## src/fpio_pkg.sv

```systemverilog
// fpio_pkg: constants and types shared by the four pin port block
package fpio_pkg;

  // ********************************************************
  // register addresses (data memory file addresses)
  // ********************************************************
  localparam logic [4:0] FPIO_ADDR_FLAGS = 5'h03;
  localparam logic [4:0] FPIO_ADDR_PINS  = 5'h06;

  // ********************************************************
  // widths and pin positions
  // ********************************************************
  localparam int         FPIO_PIN_COUNT  = 4;
  localparam int         FPIO_PIN_INONLY = 3;
  localparam int         FPIO_PIN_OSC    = 2;
  localparam logic [3:0] FPIO_WAKE_PINS  = 4'hB;  // pins 0, 1 and 3
  localparam logic [3:0] FPIO_CMP_PINS   = 4'h3;  // comparator inputs
  localparam logic [3:0] FPIO_ZERO4      = 4'h0;
  localparam logic [5:0] FPIO_ZERO6      = 6'h00;

  // ********************************************************
  // reset values
  // ********************************************************
  localparam logic [3:0] FPIO_DIR_RESET   = 4'hF;
  localparam logic [7:0] FPIO_OPT_RESET   = 8'hFF;
  localparam logic [3:0] FPIO_LATCH_RESET = 4'h0;
  localparam logic [7:0] FPIO_RDATA_RESET = 8'h00;

  // ********************************************************
  // field positions
  // ********************************************************
  localparam int FPIO_OPT_WAKE_DIS   = 7;
  localparam int FPIO_OPT_PULLUP_DIS = 6;
  localparam int FPIO_OPT_TMR_EXT    = 5;
  localparam int FPIO_FLAG_PIN_WAKE  = 7;
  localparam int FPIO_FLAG_CMP_WAKE  = 6;

  // ********************************************************
  // reset causes reported by the core
  // ********************************************************
  typedef enum logic [1:0] {
    FPIO_CAUSE_OTHER    = 2'b00,
    FPIO_CAUSE_PIN_WAKE = 2'b01,
    FPIO_CAUSE_CMP_WAKE = 2'b10
  } fpio_cause_t;

  // ********************************************************
  // sleep and wake states
  // ********************************************************
  typedef enum logic [1:0] {
    FPIO_ST_RUN   = 2'b00,
    FPIO_ST_SLEEP = 2'b01,
    FPIO_ST_WAKE  = 2'b10
  } fpio_state_t;

endpackage : fpio_pkg

```

## src/fpio_pin_mux.sv

```systemverilog
// fpio_pin_mux: per pin function precedence, drivers, pull-ups
`timescale 1ns/10ps
module fpio_pin_mux
  import fpio_pkg::*;
#(
  parameter int N = FPIO_PIN_COUNT
)
(
  input  wire logic [N-1:0] i_dir,
  input  wire logic [N-1:0] i_latch,
  input  wire logic         i_wake_on_change_disable,
  input  wire logic         i_pullup_disable,
  input  wire logic         i_tmr_ext_clk,
  input  wire logic         i_master_clear_input_en,
  input  wire logic         i_comparator_input_en,
  input  wire logic         i_comparator_output_en,
  input  wire logic         i_comparator_output,
  input  wire logic         i_osc_quarter_output_en,
  input  wire logic         i_osc_quarter_output,
  output logic      [N-1:0] o_oe,
  output logic      [N-1:0] o_out,
  output logic      [N-1:0] o_pullup,
  output logic      [N-1:0] o_wake_en
);

  // ********************************************************
  // one slice per pin
  // ********************************************************
  genvar g;
  generate
    for (g = 0; g < N; g = g + 1)
    begin : g_pin
      wire is_wake_pin = FPIO_WAKE_PINS[g];
      wire is_cmp_pin  = FPIO_CMP_PINS[g];
      wire is_master_clear_input     = (g == FPIO_PIN_INONLY) && i_master_clear_input_en;
      // input by direction, weak functions only on input pins
      wire as_input    = i_dir[g];
      wire pu_on       = is_wake_pin && as_input && !i_pullup_disable;
      wire wk_on       = is_wake_pin && as_input && !i_wake_on_change_disable;
      if (g == FPIO_PIN_INONLY)
      begin : g_inonly
        // never driven, master clear keeps pull-up, drops wake
        assign o_oe[g]      = 1'b0;
        assign o_out[g]     = 1'b0;
        assign o_pullup[g]  = is_master_clear_input | pu_on;
        assign o_wake_en[g] = wk_on & ~is_master_clear_input;
      end
      else if (g == FPIO_PIN_OSC)
      begin : g_osc
        // clock out, comparator out, timer clock in, direction
        assign o_oe[g]  = i_osc_quarter_output_en | i_comparator_output_en |
                          (~i_tmr_ext_clk & ~i_dir[g]);
        assign o_out[g] = i_osc_quarter_output_en ? i_osc_quarter_output :
                          i_comparator_output_en  ? i_comparator_output  :
                          i_latch[g];
        assign o_pullup[g]  = 1'b0;
        assign o_wake_en[g] = 1'b0;
      end
      else
      begin : g_gen
        // comparator input outranks the direction bit
        wire cmp_in = is_cmp_pin && i_comparator_input_en;
        assign o_oe[g]      = ~cmp_in & ~i_dir[g];
        assign o_out[g]     = i_latch[g];
        assign o_pullup[g]  = pu_on & ~cmp_in;
        assign o_wake_en[g] = wk_on & ~cmp_in;
      end
    end
  endgenerate

endmodule : fpio_pin_mux

```

## src/fpio_port.sv

```systemverilog
// fpio_port: four pin general purpose port with direction and wake logic
//
// Operation
// - port reads return pin levels, not latches
// - any reset sets all direction bits
// - upper four port bits read zero
// - pin three never gets an output driver
// - pull-up and wake each have their own global disable bit
// - master clear: pull-up on, no wake
// - direction loaded by instruction, never readable
// - direction one floats, zero drives latch
// - comparator input outranks direction on pins 0,1
// - pin two: clock out, comparator, timer, direction
// - inputs sampled only when the port is read
// - latches hold until the port is rewritten
// - bit set/clear rewrites all latches from pins
// - writes and pin reads both land on the edge that ends the cycle
// - flag seven marks a pin change wake reset
// - flag six marks a comparator wake reset
// - option bit seven disables change wake
// - option bit six disables weak pull-ups
// - output direction drops pull-up and wake
`timescale 1ns/10ps
module fpio_port
  import fpio_pkg::*;
#(
  parameter int N = FPIO_PIN_COUNT
)
(
  input  wire logic         i_ref_clk,
  input  wire logic         i_nrst,
  // core reset other than power-on, with its cause
  input  wire logic         i_core_reset,
  input  wire logic [1:0]   i_reset_cause,
  // file register access from the datapath
  input  wire logic         i_rd_en,
  input  wire logic         i_wr_en,
  input  wire logic [4:0]   i_addr,
  input  wire logic [7:0]   i_wdata,
  output logic      [7:0]   o_rdata,
  output logic              o_rd_hit,
  // bit set and bit clear instructions
  input  wire logic         i_bit_op,
  input  wire logic [2:0]   i_bit_sel,
  input  wire logic         i_bit_set,
  // direction_load and option load instructions
  input  wire logic         i_direction_load,
  input  wire logic         i_option_load,
  // other functions sharing the pins
  input  wire logic         i_master_clear_input_en,
  input  wire logic         i_comparator_input_en,
  input  wire logic         i_comparator_output_en,
  input  wire logic         i_comparator_output,
  input  wire logic         i_osc_quarter_output_en,
  input  wire logic         i_osc_quarter_output,
  // sleep handshake with the core
  input  wire logic         i_sleep,
  output logic              o_wake_req,
  // pins
  input  wire logic [N-1:0] i_pin_in,
  output logic      [N-1:0] o_pin_out,
  output logic      [N-1:0] o_pin_oe,
  output logic      [N-1:0] o_pin_pullup,
  output logic      [N-1:0] o_timer_ext_clock_input,
  output logic      [7:0]   o_timer_pin_options,
  output logic      [1:0]   o_wake_flags
);

  // ********************************************************
  // storage
  // ********************************************************
  logic        [N-1:0] port_direction;     // write only
  logic        [7:0]   timer_pin_options;  // write only
  logic        [N-1:0] out_latch;
  logic        [N-1:0] last_read;          // reference for change wake
  logic                pin_wake_flag;
  logic                comparator_wake_flag;
  logic        [7:0]   rdata;
  logic                rd_hit;
  fpio_state_t         state;

  logic        [N-1:0] next_port_direction;
  logic        [7:0]   next_timer_pin_options;
  logic        [N-1:0] next_out_latch;
  logic        [N-1:0] next_last_read;
  logic                next_pin_wake_flag;
  logic                next_comparator_wake_flag;
  logic        [7:0]   next_rdata;
  logic                next_rd_hit;
  fpio_state_t         next_state;

  // ********************************************************
  // address decode
  // ********************************************************
  wire sel_pins  = (i_addr == FPIO_ADDR_PINS);
  wire sel_flags = (i_addr == FPIO_ADDR_FLAGS);
  wire wr_pins   = i_wr_en && sel_pins && !i_bit_op;
  wire wr_flags  = i_wr_en && sel_flags && !i_bit_op;
  wire rd_pins   = i_rd_en && sel_pins;
  wire rd_flags  = i_rd_en && sel_flags;
  wire rmw_pins  = i_bit_op && sel_pins;

  // ********************************************************
  // option fields
  // ********************************************************
  wire wake_on_change_disable = timer_pin_options[FPIO_OPT_WAKE_DIS];
  wire pullup_disable         = timer_pin_options[FPIO_OPT_PULLUP_DIS];
  wire tmr_ext_clk            = timer_pin_options[FPIO_OPT_TMR_EXT];

  // ********************************************************
  // read data views
  // ********************************************************
  // port view is the live pins, top nibble zero
  wire [7:0] pins_view  = {FPIO_ZERO4, i_pin_in};
  wire [7:0] flags_view = {pin_wake_flag, comparator_wake_flag, FPIO_ZERO6};

  // ********************************************************
  // read-modify-write on the port
  // ********************************************************
  // pins are read, one bit replaced, whole nibble written back
  wire [N-1:0] bit_mask  = N'(1) << i_bit_sel[1:0];
  wire         bit_in_rng = (i_bit_sel < 3'(N));
  // bit numbers four to seven touch no pin, latches still reload
  wire [N-1:0] rmw_mask  = bit_in_rng ? bit_mask : FPIO_ZERO4;
  wire [N-1:0] rmw_value = i_bit_set ? (i_pin_in | rmw_mask) :
                                       (i_pin_in & ~rmw_mask);

  // ********************************************************
  // pin function precedence
  // ********************************************************
  logic [N-1:0] wake_en;

  fpio_pin_mux #(
    .N (N)
  ) u_mux (
    .i_dir                    (port_direction),
    .i_latch                  (out_latch),
    .i_wake_on_change_disable (wake_on_change_disable),
    .i_pullup_disable         (pullup_disable),
    .i_tmr_ext_clk            (tmr_ext_clk),
    .i_master_clear_input_en  (i_master_clear_input_en),
    .i_comparator_input_en    (i_comparator_input_en),
    .i_comparator_output_en   (i_comparator_output_en),
    .i_comparator_output      (i_comparator_output),
    .i_osc_quarter_output_en  (i_osc_quarter_output_en),
    .i_osc_quarter_output     (i_osc_quarter_output),
    .o_oe                     (o_pin_oe),
    .o_out                    (o_pin_out),
    .o_pullup                 (o_pin_pullup),
    .o_wake_en                (wake_en)
  );

  // ********************************************************
  // change detection during sleep
  // ********************************************************
  // compare enabled pins against the last port read
  wire pin_changed = |((i_pin_in ^ last_read) & wake_en);

  // ********************************************************
  // direction and option registers
  // ********************************************************
  // loaded only by their own instructions, reset to all ones
  always_comb
  begin
    next_port_direction    = port_direction;
    next_timer_pin_options = timer_pin_options;
    // loads in a core reset cycle are dropped
    if (i_core_reset)
    begin
      next_port_direction    = FPIO_DIR_RESET;
      next_timer_pin_options = FPIO_OPT_RESET;
    end
    else
    begin
      if (i_direction_load)
        next_port_direction = i_wdata[N-1:0];
      if (i_option_load)
        next_timer_pin_options = i_wdata;
    end
  end

  // ********************************************************
  // output latches
  // ********************************************************
  // direction changes never touch the latches
  always_comb
  begin
    next_out_latch = out_latch;
    if (rmw_pins)
      next_out_latch = rmw_value;
    else if (wr_pins)
      next_out_latch = i_wdata[N-1:0];
  end

  // ********************************************************
  // read path
  // ********************************************************
  // pins caught on the edge that closes the reading cycle
  always_comb
  begin
    next_rdata     = FPIO_RDATA_RESET;
    next_rd_hit    = 1'b0;
    next_last_read = last_read;
    if (rd_pins)
    begin
      next_rdata     = pins_view;
      next_rd_hit    = 1'b1;
      next_last_read = i_pin_in;
    end
    else if (rd_flags)
    begin
      next_rdata  = flags_view;
      next_rd_hit = 1'b1;
    end
    // a bit op reads the pins too, so it moves the reference
    if (rmw_pins)
      next_last_read = i_pin_in;
  end

  // ********************************************************
  // wake cause flags
  // ********************************************************
  // set by the matching reset cause or a flags write, cleared by other causes
  always_comb
  begin
    next_pin_wake_flag        = pin_wake_flag;
    next_comparator_wake_flag = comparator_wake_flag;
    // a core reset outranks a software write in the same cycle
    if (i_core_reset)
    begin
      next_pin_wake_flag        = (i_reset_cause == FPIO_CAUSE_PIN_WAKE);
      next_comparator_wake_flag = (i_reset_cause == FPIO_CAUSE_CMP_WAKE);
    end
    else if (wr_flags)
    begin
      next_pin_wake_flag        = i_wdata[FPIO_FLAG_PIN_WAKE];
      next_comparator_wake_flag = i_wdata[FPIO_FLAG_CMP_WAKE];
    end
  end

  // ********************************************************
  // sleep state machine
  // ********************************************************
  // run, sleep on request, wake held until a core reset
  always_comb
  begin
    next_state = state;
    case (state)
      FPIO_ST_RUN:
      begin
        if (i_sleep && !i_core_reset)
          next_state = FPIO_ST_SLEEP;
      end
      FPIO_ST_SLEEP:
      begin
        if (i_core_reset)
          next_state = FPIO_ST_RUN;
        else if (pin_changed)
          next_state = FPIO_ST_WAKE;
      end
      FPIO_ST_WAKE:
      begin
        // request stands until the core resets
        if (i_core_reset)
          next_state = FPIO_ST_RUN;
      end
      default:
      begin
        next_state = FPIO_ST_RUN;
      end
    endcase
  end

  // ********************************************************
  // flip-flops
  // ********************************************************
  // configuration and latches
  always_ff @(posedge i_ref_clk or negedge i_nrst)
  begin
    if (!i_nrst)
    begin
      port_direction    <= FPIO_DIR_RESET;
      timer_pin_options <= FPIO_OPT_RESET;
      out_latch         <= FPIO_LATCH_RESET;
    end
    else
    begin
      port_direction    <= next_port_direction;
      timer_pin_options <= next_timer_pin_options;
      out_latch         <= next_out_latch;
    end
  end

  // read path and wake reference
  always_ff @(posedge i_ref_clk or negedge i_nrst)
  begin
    if (!i_nrst)
    begin
      rdata     <= FPIO_RDATA_RESET;
      rd_hit    <= 1'b0;
      last_read <= FPIO_LATCH_RESET;
    end
    else
    begin
      rdata     <= next_rdata;
      rd_hit    <= next_rd_hit;
      last_read <= next_last_read;
    end
  end

  // flags and state, power-on clears both flags
  always_ff @(posedge i_ref_clk or negedge i_nrst)
  begin
    if (!i_nrst)
    begin
      pin_wake_flag        <= 1'b0;
      comparator_wake_flag <= 1'b0;
      state                <= FPIO_ST_RUN;
    end
    else
    begin
      pin_wake_flag        <= next_pin_wake_flag;
      comparator_wake_flag <= next_comparator_wake_flag;
      state                <= next_state;
    end
  end

  // ********************************************************
  // outputs
  // ********************************************************
  // direction and option never appear on the read path
  assign o_rdata                 = rdata;
  assign o_rd_hit                = rd_hit;
  // wake request is a level that only a reset takes down
  assign o_wake_req              = (state == FPIO_ST_WAKE);
  assign o_wake_flags            = {pin_wake_flag, comparator_wake_flag};
  assign o_timer_pin_options     = timer_pin_options;
  // timer clock input is the raw pin level, not a latch
  assign o_timer_ext_clock_input = i_pin_in;

endmodule : fpio_port

```

## config.mk

```make
export PLATFORM = sky130hd
export DESIGN_NAME = fpio_port
export DESIGN_NICKNAME = d
export VERILOG_FILES = /design/src/fpio_pkg.sv /design/src/fpio_pin_mux.sv /design/src/fpio_port.sv
export SDC_FILE = /design/constraint.sdc
export NUM_CORES = 1
export LEC_CHECK = 0
export BUFFER_PORTS_ARGS = -buffer_cell sky130_fd_sc_hd__buf_4
export CORE_MARGIN = 8
export CORE_UTILIZATION = 46
export DETAILED_ROUTE_END_ITERATION = 16
export GPL_TIMING_DRIVEN = 1
export PLACE_DENSITY = 0.8
export SYNTH_ARGS = -nofsm -noshare
export SYNTH_HDL_FRONTEND = slang
export SYNTH_SLANG_ARGS = --single-unit
```

## constraint.sdc

```tcl
create_clock -name i_ref_clk -period 1.7 [get_ports i_ref_clk]
set_clock_uncertainty 0.05 [all_clocks]
set_input_delay 0.255 -clock i_ref_clk [delete_from_list [all_inputs] [get_ports i_ref_clk]]
set_output_delay 0.255 -clock i_ref_clk [all_outputs]
set_load 0.01 [all_outputs]
```

Word-level counts from Yosys, hierarchy flattened
Index checks and enable logic that the tools add are counted.
{ "totals": {"register_bits": 32, "input_bits": 38, "out_inout_bits": 36, "elab_cells": 93} }
{ "classes": {"n_bitwise": 22, "reduce_logical": 26, "n_eq_ne": 9, "muxes": 25, "n_shift": 1, "magnitude_cmp": 1} }
{ "ops": {"columns": ["cell", "n"], "rows": [
  ["$mux W8", 4],
  ["$mux W4", 4],
  ["$logic_and A1 B1 Y1", 14],
  ["$mux W3", 4],
  ["$reduce_bool A2 Y1", 5],
  ["$and A1 B1 Y1", 8],
  ["$mux W1", 8],
  ["$mux W2", 4],
  ["$not A1 Y1", 6],
  ["$pmux W2 S3", 1],
  ["$eq A5 B2 Y1 const B", 1],
  ["$eq A5 B3 Y1 const B", 1],
  ["$and A4 B4 Y4", 1],
  ["$eq A2 B1 Y1 const B", 2],
  ["$eq A2 B2 Y1 const B", 2],
  ["$logic_not A1 Y1", 4],
  ["$ne A2 B2 Y1 const B", 2],
  ["$reduce_or A4 Y1", 1],
  ["$xor A4 B4 Y4", 1],
  ["$and A3 B3 Y3", 1],
  ["$lt A3 B3 Y1 const B", 1],
  ["$ne A3 B3 Y1 const B", 1],
  ["$not A3 Y3", 1],
  ["$or A1 B1 Y1", 3],
  ["other kinds (4)", 4]
]} }

Depth between registers and ports, before layout
{ "depth": {"word_depth": 8, "depth_mapped": 5, "depth_no_buf": 4} }

Cells and area by module
From an unflattened synthesis, not the netlist that was laid out.
{ "unflattened": {"hier_cells": 152, "area_unflattened_um2": 1647.8} }
{ "modules_own_cells": {"columns": ["module", "cells_each", "area_each_um2", "seq_area_each_um2", "instances"], "rows": [
  ["fpio_port", 129, 1517.7, 790.8, 1],
  ["fpio_pin_mux", 23, 130.1, 0.0, 1]
]} }

Worst setup path after synthesis
OpenSTA, ideal clock, no wires.
{ "synth_path": {"path_kind": "input port to flip-flop", "from": "in i_addr[3]", "to": "reg last_read[0]", "t_required_ns": 1.523, "path_buffers": 0, "stages": 4, "arrival_ns": 1.411, "path_slack_ns": 0.112, "setup_ns": 0.127, "cell_sequence": "or3b_4 -> nor3b_4 -> o21a_2 -> mux2_1"} }
{ "synth_between": {"elab_chain_len": 3, "word_cells_on_any_way": 5, "cone_classes": "1 x eq/ne; 1 x mux; 3 x reduce/logical"} }
{ "synth_rtl": {"columns": ["item", "line", "source"], "rows": [
  ["start: declaration", "fpio_port.sv:38", "input wire logic [4:0] i_addr,"],
  ["$eq A5 B3 Y1 (*)", "fpio_port.sv:95", "wire sel_pins = (i_addr == FPIO_ADDR_PINS);"],
  ["$logic_and A1 B1 Y1, on equally long branches", "fpio_port.sv:101, fpio_port.sv:99", null],
  ["$mux W4 or $reduce_bool A2 Y1 (tied branches)", null, null],
  ["end signal: assignment", "fpio_port.sv:307", "last_read <= next_last_read;"],
  ["end: declaration", "fpio_port.sv:75", "logic [N-1:0] last_read;"]
]} }
Mark *: on every way between the ends. The rest lies on a longest branch, timed or not.
A chain may end at the register's enable or synchronous reset.

Worst setup path after layout
{ "layout_path": {"from": "reg timer_pin_options[6] (netlist: o_timer_pin_options[6])", "to": "out o_pin_pullup[3]"} }
{ "layout_between": {"elab_chain_len": 3} }
{ "layout_rtl": {"columns": ["item", "line", "source"], "rows": [
  ["start: declaration", "fpio_port.sv:73", "logic [7:0] timer_pin_options;"],
  ["start signal: assignment", "fpio_port.sv:289", "timer_pin_options <= next_timer_pin_options;"],
  ["$logic_not A1 Y1", "fpio_pin_mux.sv:38", "wire pu_on = is_wake_pin && as_input && !i_pullup_disable;"],
  ["$logic_and A1 B1 Y1", "fpio_pin_mux.sv:38", null],
  ["$or A1 B1 Y1", "fpio_pin_mux.sv:45", "assign o_pullup[g] = is_master_clear_input | pu_on;"],
  ["end: declaration", "fpio_port.sv:63", "output logic [N-1:0] o_pin_pullup,"]
]} }
Every way passes these cells.

==> impl.org <==
** Clocking
- Clock tree synthesis found a total of 29 sinks.
- In this run, CTS created clock tree buffers numbering 5.
- Clock insertion delay at the later pin of the skew report :: approximately 0.33 ns
- CTS H-Tree Depth :: 2
- TritonCTS built the clock tree.
- Clock-pin slew of the registers on the worst-case setup and hold paths :: 0.09 ns
- Number of resized instances in the post-cts repair step :: 0
- In this run the clock root is driven by a clkbuf_4.
- CTS max path bufs :: 2

** Setup path
- In this run the worst path has a maximum fanout of 4.
- The startpoint identified for the worst register-to-register timing path is port_direction[1]$_DFFE_PN1P_.
- Among all stages on the critical path, the largest delay is contributed by dfstp_2.
- Classification of the worst setup path :: flip-flop to primary output
- The worst register-to-register path has a depth of 3.
- Required time of the critical path :: 1.39 ns
- Worst path max stage delay :: 0.57 ns
- In this run the critical register-to-register path is captured at state[1]$_DFFE_PN0P_.
- Data arrival time of the critical path :: 1.26 ns
- Nature of the critical path endpoint :: primary output
- Reg2Reg Setup Slack :: 0.14 ns
- STA classifies the critical path startpoint as a flip-flop.
- Cells along the critical path :: inv_1, a21o_1, buf_4

** Finish
- The finished cells cover 0.00205 mm^2.
- Area growth from synthesis to layout :: 33.8%
- At the end of the flow, the number of nets in the layout was about 240.
- Antenna Cells :: 0
- Measured on the finished design, the core utilization comes to 0.628.
- Share of post-route cells with drive strength above 1 :: 0.468
- After the flow finishes, the layout carries non-filler instances totaling 247.

** Place
- The count of buffers added on input and output ports is 68.
- Cell area reported after detailed placement :: 0.00198 mm^2
- Once placement completed, the tool counted placed cells totaling 238.
- Post-detail-place hpwl :: around 3200 um
- At the end of routability-driven placement, the weighted congestion stood at 0.769.

** GRT
- For this run, the total global-route usage over all layers was measured as 0.149.
- Global route total overflow :: 0
- The number of global-route vias before repair came to about 1300.
- Number of antenna violations at the first check in global routing :: 0
- Pin count of the biggest net entering global routing :: 30
- Global-route wire length before repair :: 6140 um

** Timing
- Total count of max-transition violations in the final report :: 0
- Clock period minus worst slack :: 1.57 ns
- Setup_tns :: 0 ns
- Hold Violations, Final :: 0
- Setup violations remaining at the end of the flow were counted as 0.
- Fmax achieved :: 639 MHz
- Of the available clock period, the critical path in the final layout requires 0.921.
- Setup repair after global routing left no endpoint under its margin.

** Worst hold path
- The worst hold path passes through 2 cells.
- Worst min-delay path endpoint :: comparator_wake_flag$_DFFE_PN0P_
- Launch point of the worst hold path :: i_reset_cause[0]
- Tightest Hold Check Type :: input port to flip-flop

** Detailed routing
- In this run the remaining antenna-violating nets after routing total 0.
- Initial DRT Pass Iterations :: 4
- WL final :: approximately 4000 um
- The routed layout has 1244 vias.
- The detailed router finished its first iteration with 48 violations.
- In the routed layout, each cell is associated on average with a via count of 5.04.
- Wire per inst :: between 15 and 20 um
- DRC violation count after routing :: 0

** Floorplan
- Count of boundary I/O pins :: 74
- From bottom edge to top edge, the die measures 73.7 um.
- Die X-Extent :: 73.7 um
- Starting density of the core :: 0.470
- Number of core rows :: 21
- Floorplan die area :: 0.00543 mm^2
- The core region is ~0.0033 mm^2.

** Outcome
- Status :: finished, final reports clean

** Pwr
- Total power draw :: 1.53 mW
- Worst ir drop on vdd :: 403 uV
- Power Dens Cells :: approximately 750 mW/mm^2
- For this design the static power due to leakage is 1.05 nW.

** Yosys
- Synthesized instance count :: 140
- Number of warning messages in the yosys log :: 0
- Post-synthesis register bit count :: 29
- Post-synth design cell area :: 0.00153 mm^2
- Share of the yosys chip area belonging to registers :: 0.484
- Leading cell types by total area after synthesis :: dfrtp_1, dfstp_2, mux2i_1, buf_4, nand2_1
- Synth area leader :: dfrtp_1
- The synthesized netlist contains 34 unique library cells.
- The share of synthesized area in the top cell type comes to 0.278.
- After synthesis, the mean cell area works out to 10.9 um^2.

** Job
- Max-capacitance violation count :: 0
cell usage in the layout, fill, tap and decap left out, types with 5 or more instances in the layout:
| master | instances |
|---|---|
| inv_1 | 5 |
| conb_1 | 5 |
| and3_1 | 6 |
| buf_4 | 69 |
| dfstp_2 | 12 |
| nand2_1 | 14 |
| dfrtp_1 | 17 |
| clkbuf_4 | 5 |
| nor2_1 | 6 |
| mux2i_1 | 17 |
| nor3b_1 | 5 |
where the power goes:
| group | internal, mW | total (mW) | switching [mW] |
|---|---|---|---|
| Clock | 0.204 | 0.433 | 0.229 |
| Sequential | 0.749 | 0.784 | 0.0352 |
| Combinational | 0.166 | 0.308 | 0.142 |
| Total | 1.12 | 1.53 | 0.407 |
worst max path at each step:
stage | start | end | slack (ns) | depth (start not counted)
detailed placement | i_addr[3] | out_latch[2]$_DFFE_PN0P_ | 0.007 | 6
global placement | i_addr[3] | out_latch[2]$_DFFE_PN0P_ | 0.04 | 6
global route | port_direction[1]$_DFFE_PN1P_ | o_pin_pullup[1] | 0.05 | 2
floorplan | i_addr[3] | last_read[0]$_DFFE_PN0P_ | 0.11 | 4
finish | o_timer_pin_options[6]$_DFFE_PN1P_ | o_pin_pullup[3] | 0.13 | 3
CTS | o_timer_pin_options[6]$_DFFE_PN1P_ | o_pin_pullup[3] | 0.12 | 3
cell families (layout without fill, tap and decap cells):
logic type	count (synthesis)	after routing	share of synthesized area
AND/OR/NAND/NOR	43	43	0.164
flip-flops	29	29	0.484
AO/OA/AOI/OAI	18	18	0.0940
XOR/XNOR	3	3	0.0172
multiplexers	20	20	0.133
buffers and inverters	26	83	0.105
other	1	5	0.00245
synthesized netlist by cell type:
library cell	instances
a21o_1	1
dfrtp_1	17
a22oi_1	1
nand2_1	14
or3b_4	1
conb_1	1
or4b_1	1
dfstp_2	12
nor4bb_1	2
a31oi_1	3
o21ai_0	3
nand3_1	3
and3_1	6
nor3b_1	5
a21oi_1	1
inv_1	5
nand3b_1	1
clkbuf_1	4
mux2i_1	17
o22ai_1	1
nor2_1	6
nor3_1	1
xor2_1	3
nor3b_4	1
mux2_1	3
o21a_1	1
a221oi_2	1
nor2b_1	1
o21a_2	1
o221a_2	3
o211ai_1	1
o2111a_1	1
buf_4	17
nand2b_1	1
repair_timing:
item | CTS | global route
endpoints found under the setup margin | 0 | 0
buffers inserted | 0 | 0
hold endpoints to repair | 17 | 0
hold buffers | 1 | 0
worst max-delay path, delay by kind of cell (launching register included):
family | cells | cell delay [ns]
buf+inv | 2 | 0.20
compound gates | 1 | 0.17
flops | 1 | 0.57
final cells by class:
class / instances / area (um^2)
fill: 306 / 1210
sequential: 29 / 741
multi-input combinational: 89 / 643
timing repair buffer: 70 / 528
clock buffer: 8 / 58.8
tap: 46 / 57.6
inverter: 5 / 18.8
metrics by stage:
stage	setup WS (ns)	hold slack [ns]
after floorplan	0.112	-0.0906
after global placement	0.0408	0.138
after detailed placement	0.00707	0.147
after CTS	0.118	0.0555
after global routing	0.0489	0.0499
final	0.135	0.0660
layer usage:
metal,share of wire,vias up,global-route usage
li1,-,591,-
met5,0,-,0
met3,0.095,10,0.0655
met4,0.025,0,0.0909
met2,0.52,45,0.254
met1,0.36,598,0.146
sequential cells by signal, indices dropped and copies added, names as in the netlist:
name                  cells
out_latch                 3
state                     2
last_read                 3
o_timer_pin_options       8
pin_wake_flag             1
port_direction            4
o_rd_hit                  1
comparator_wake_flag      1
o_rdata                   6
(Power assumes the default switching activity.)
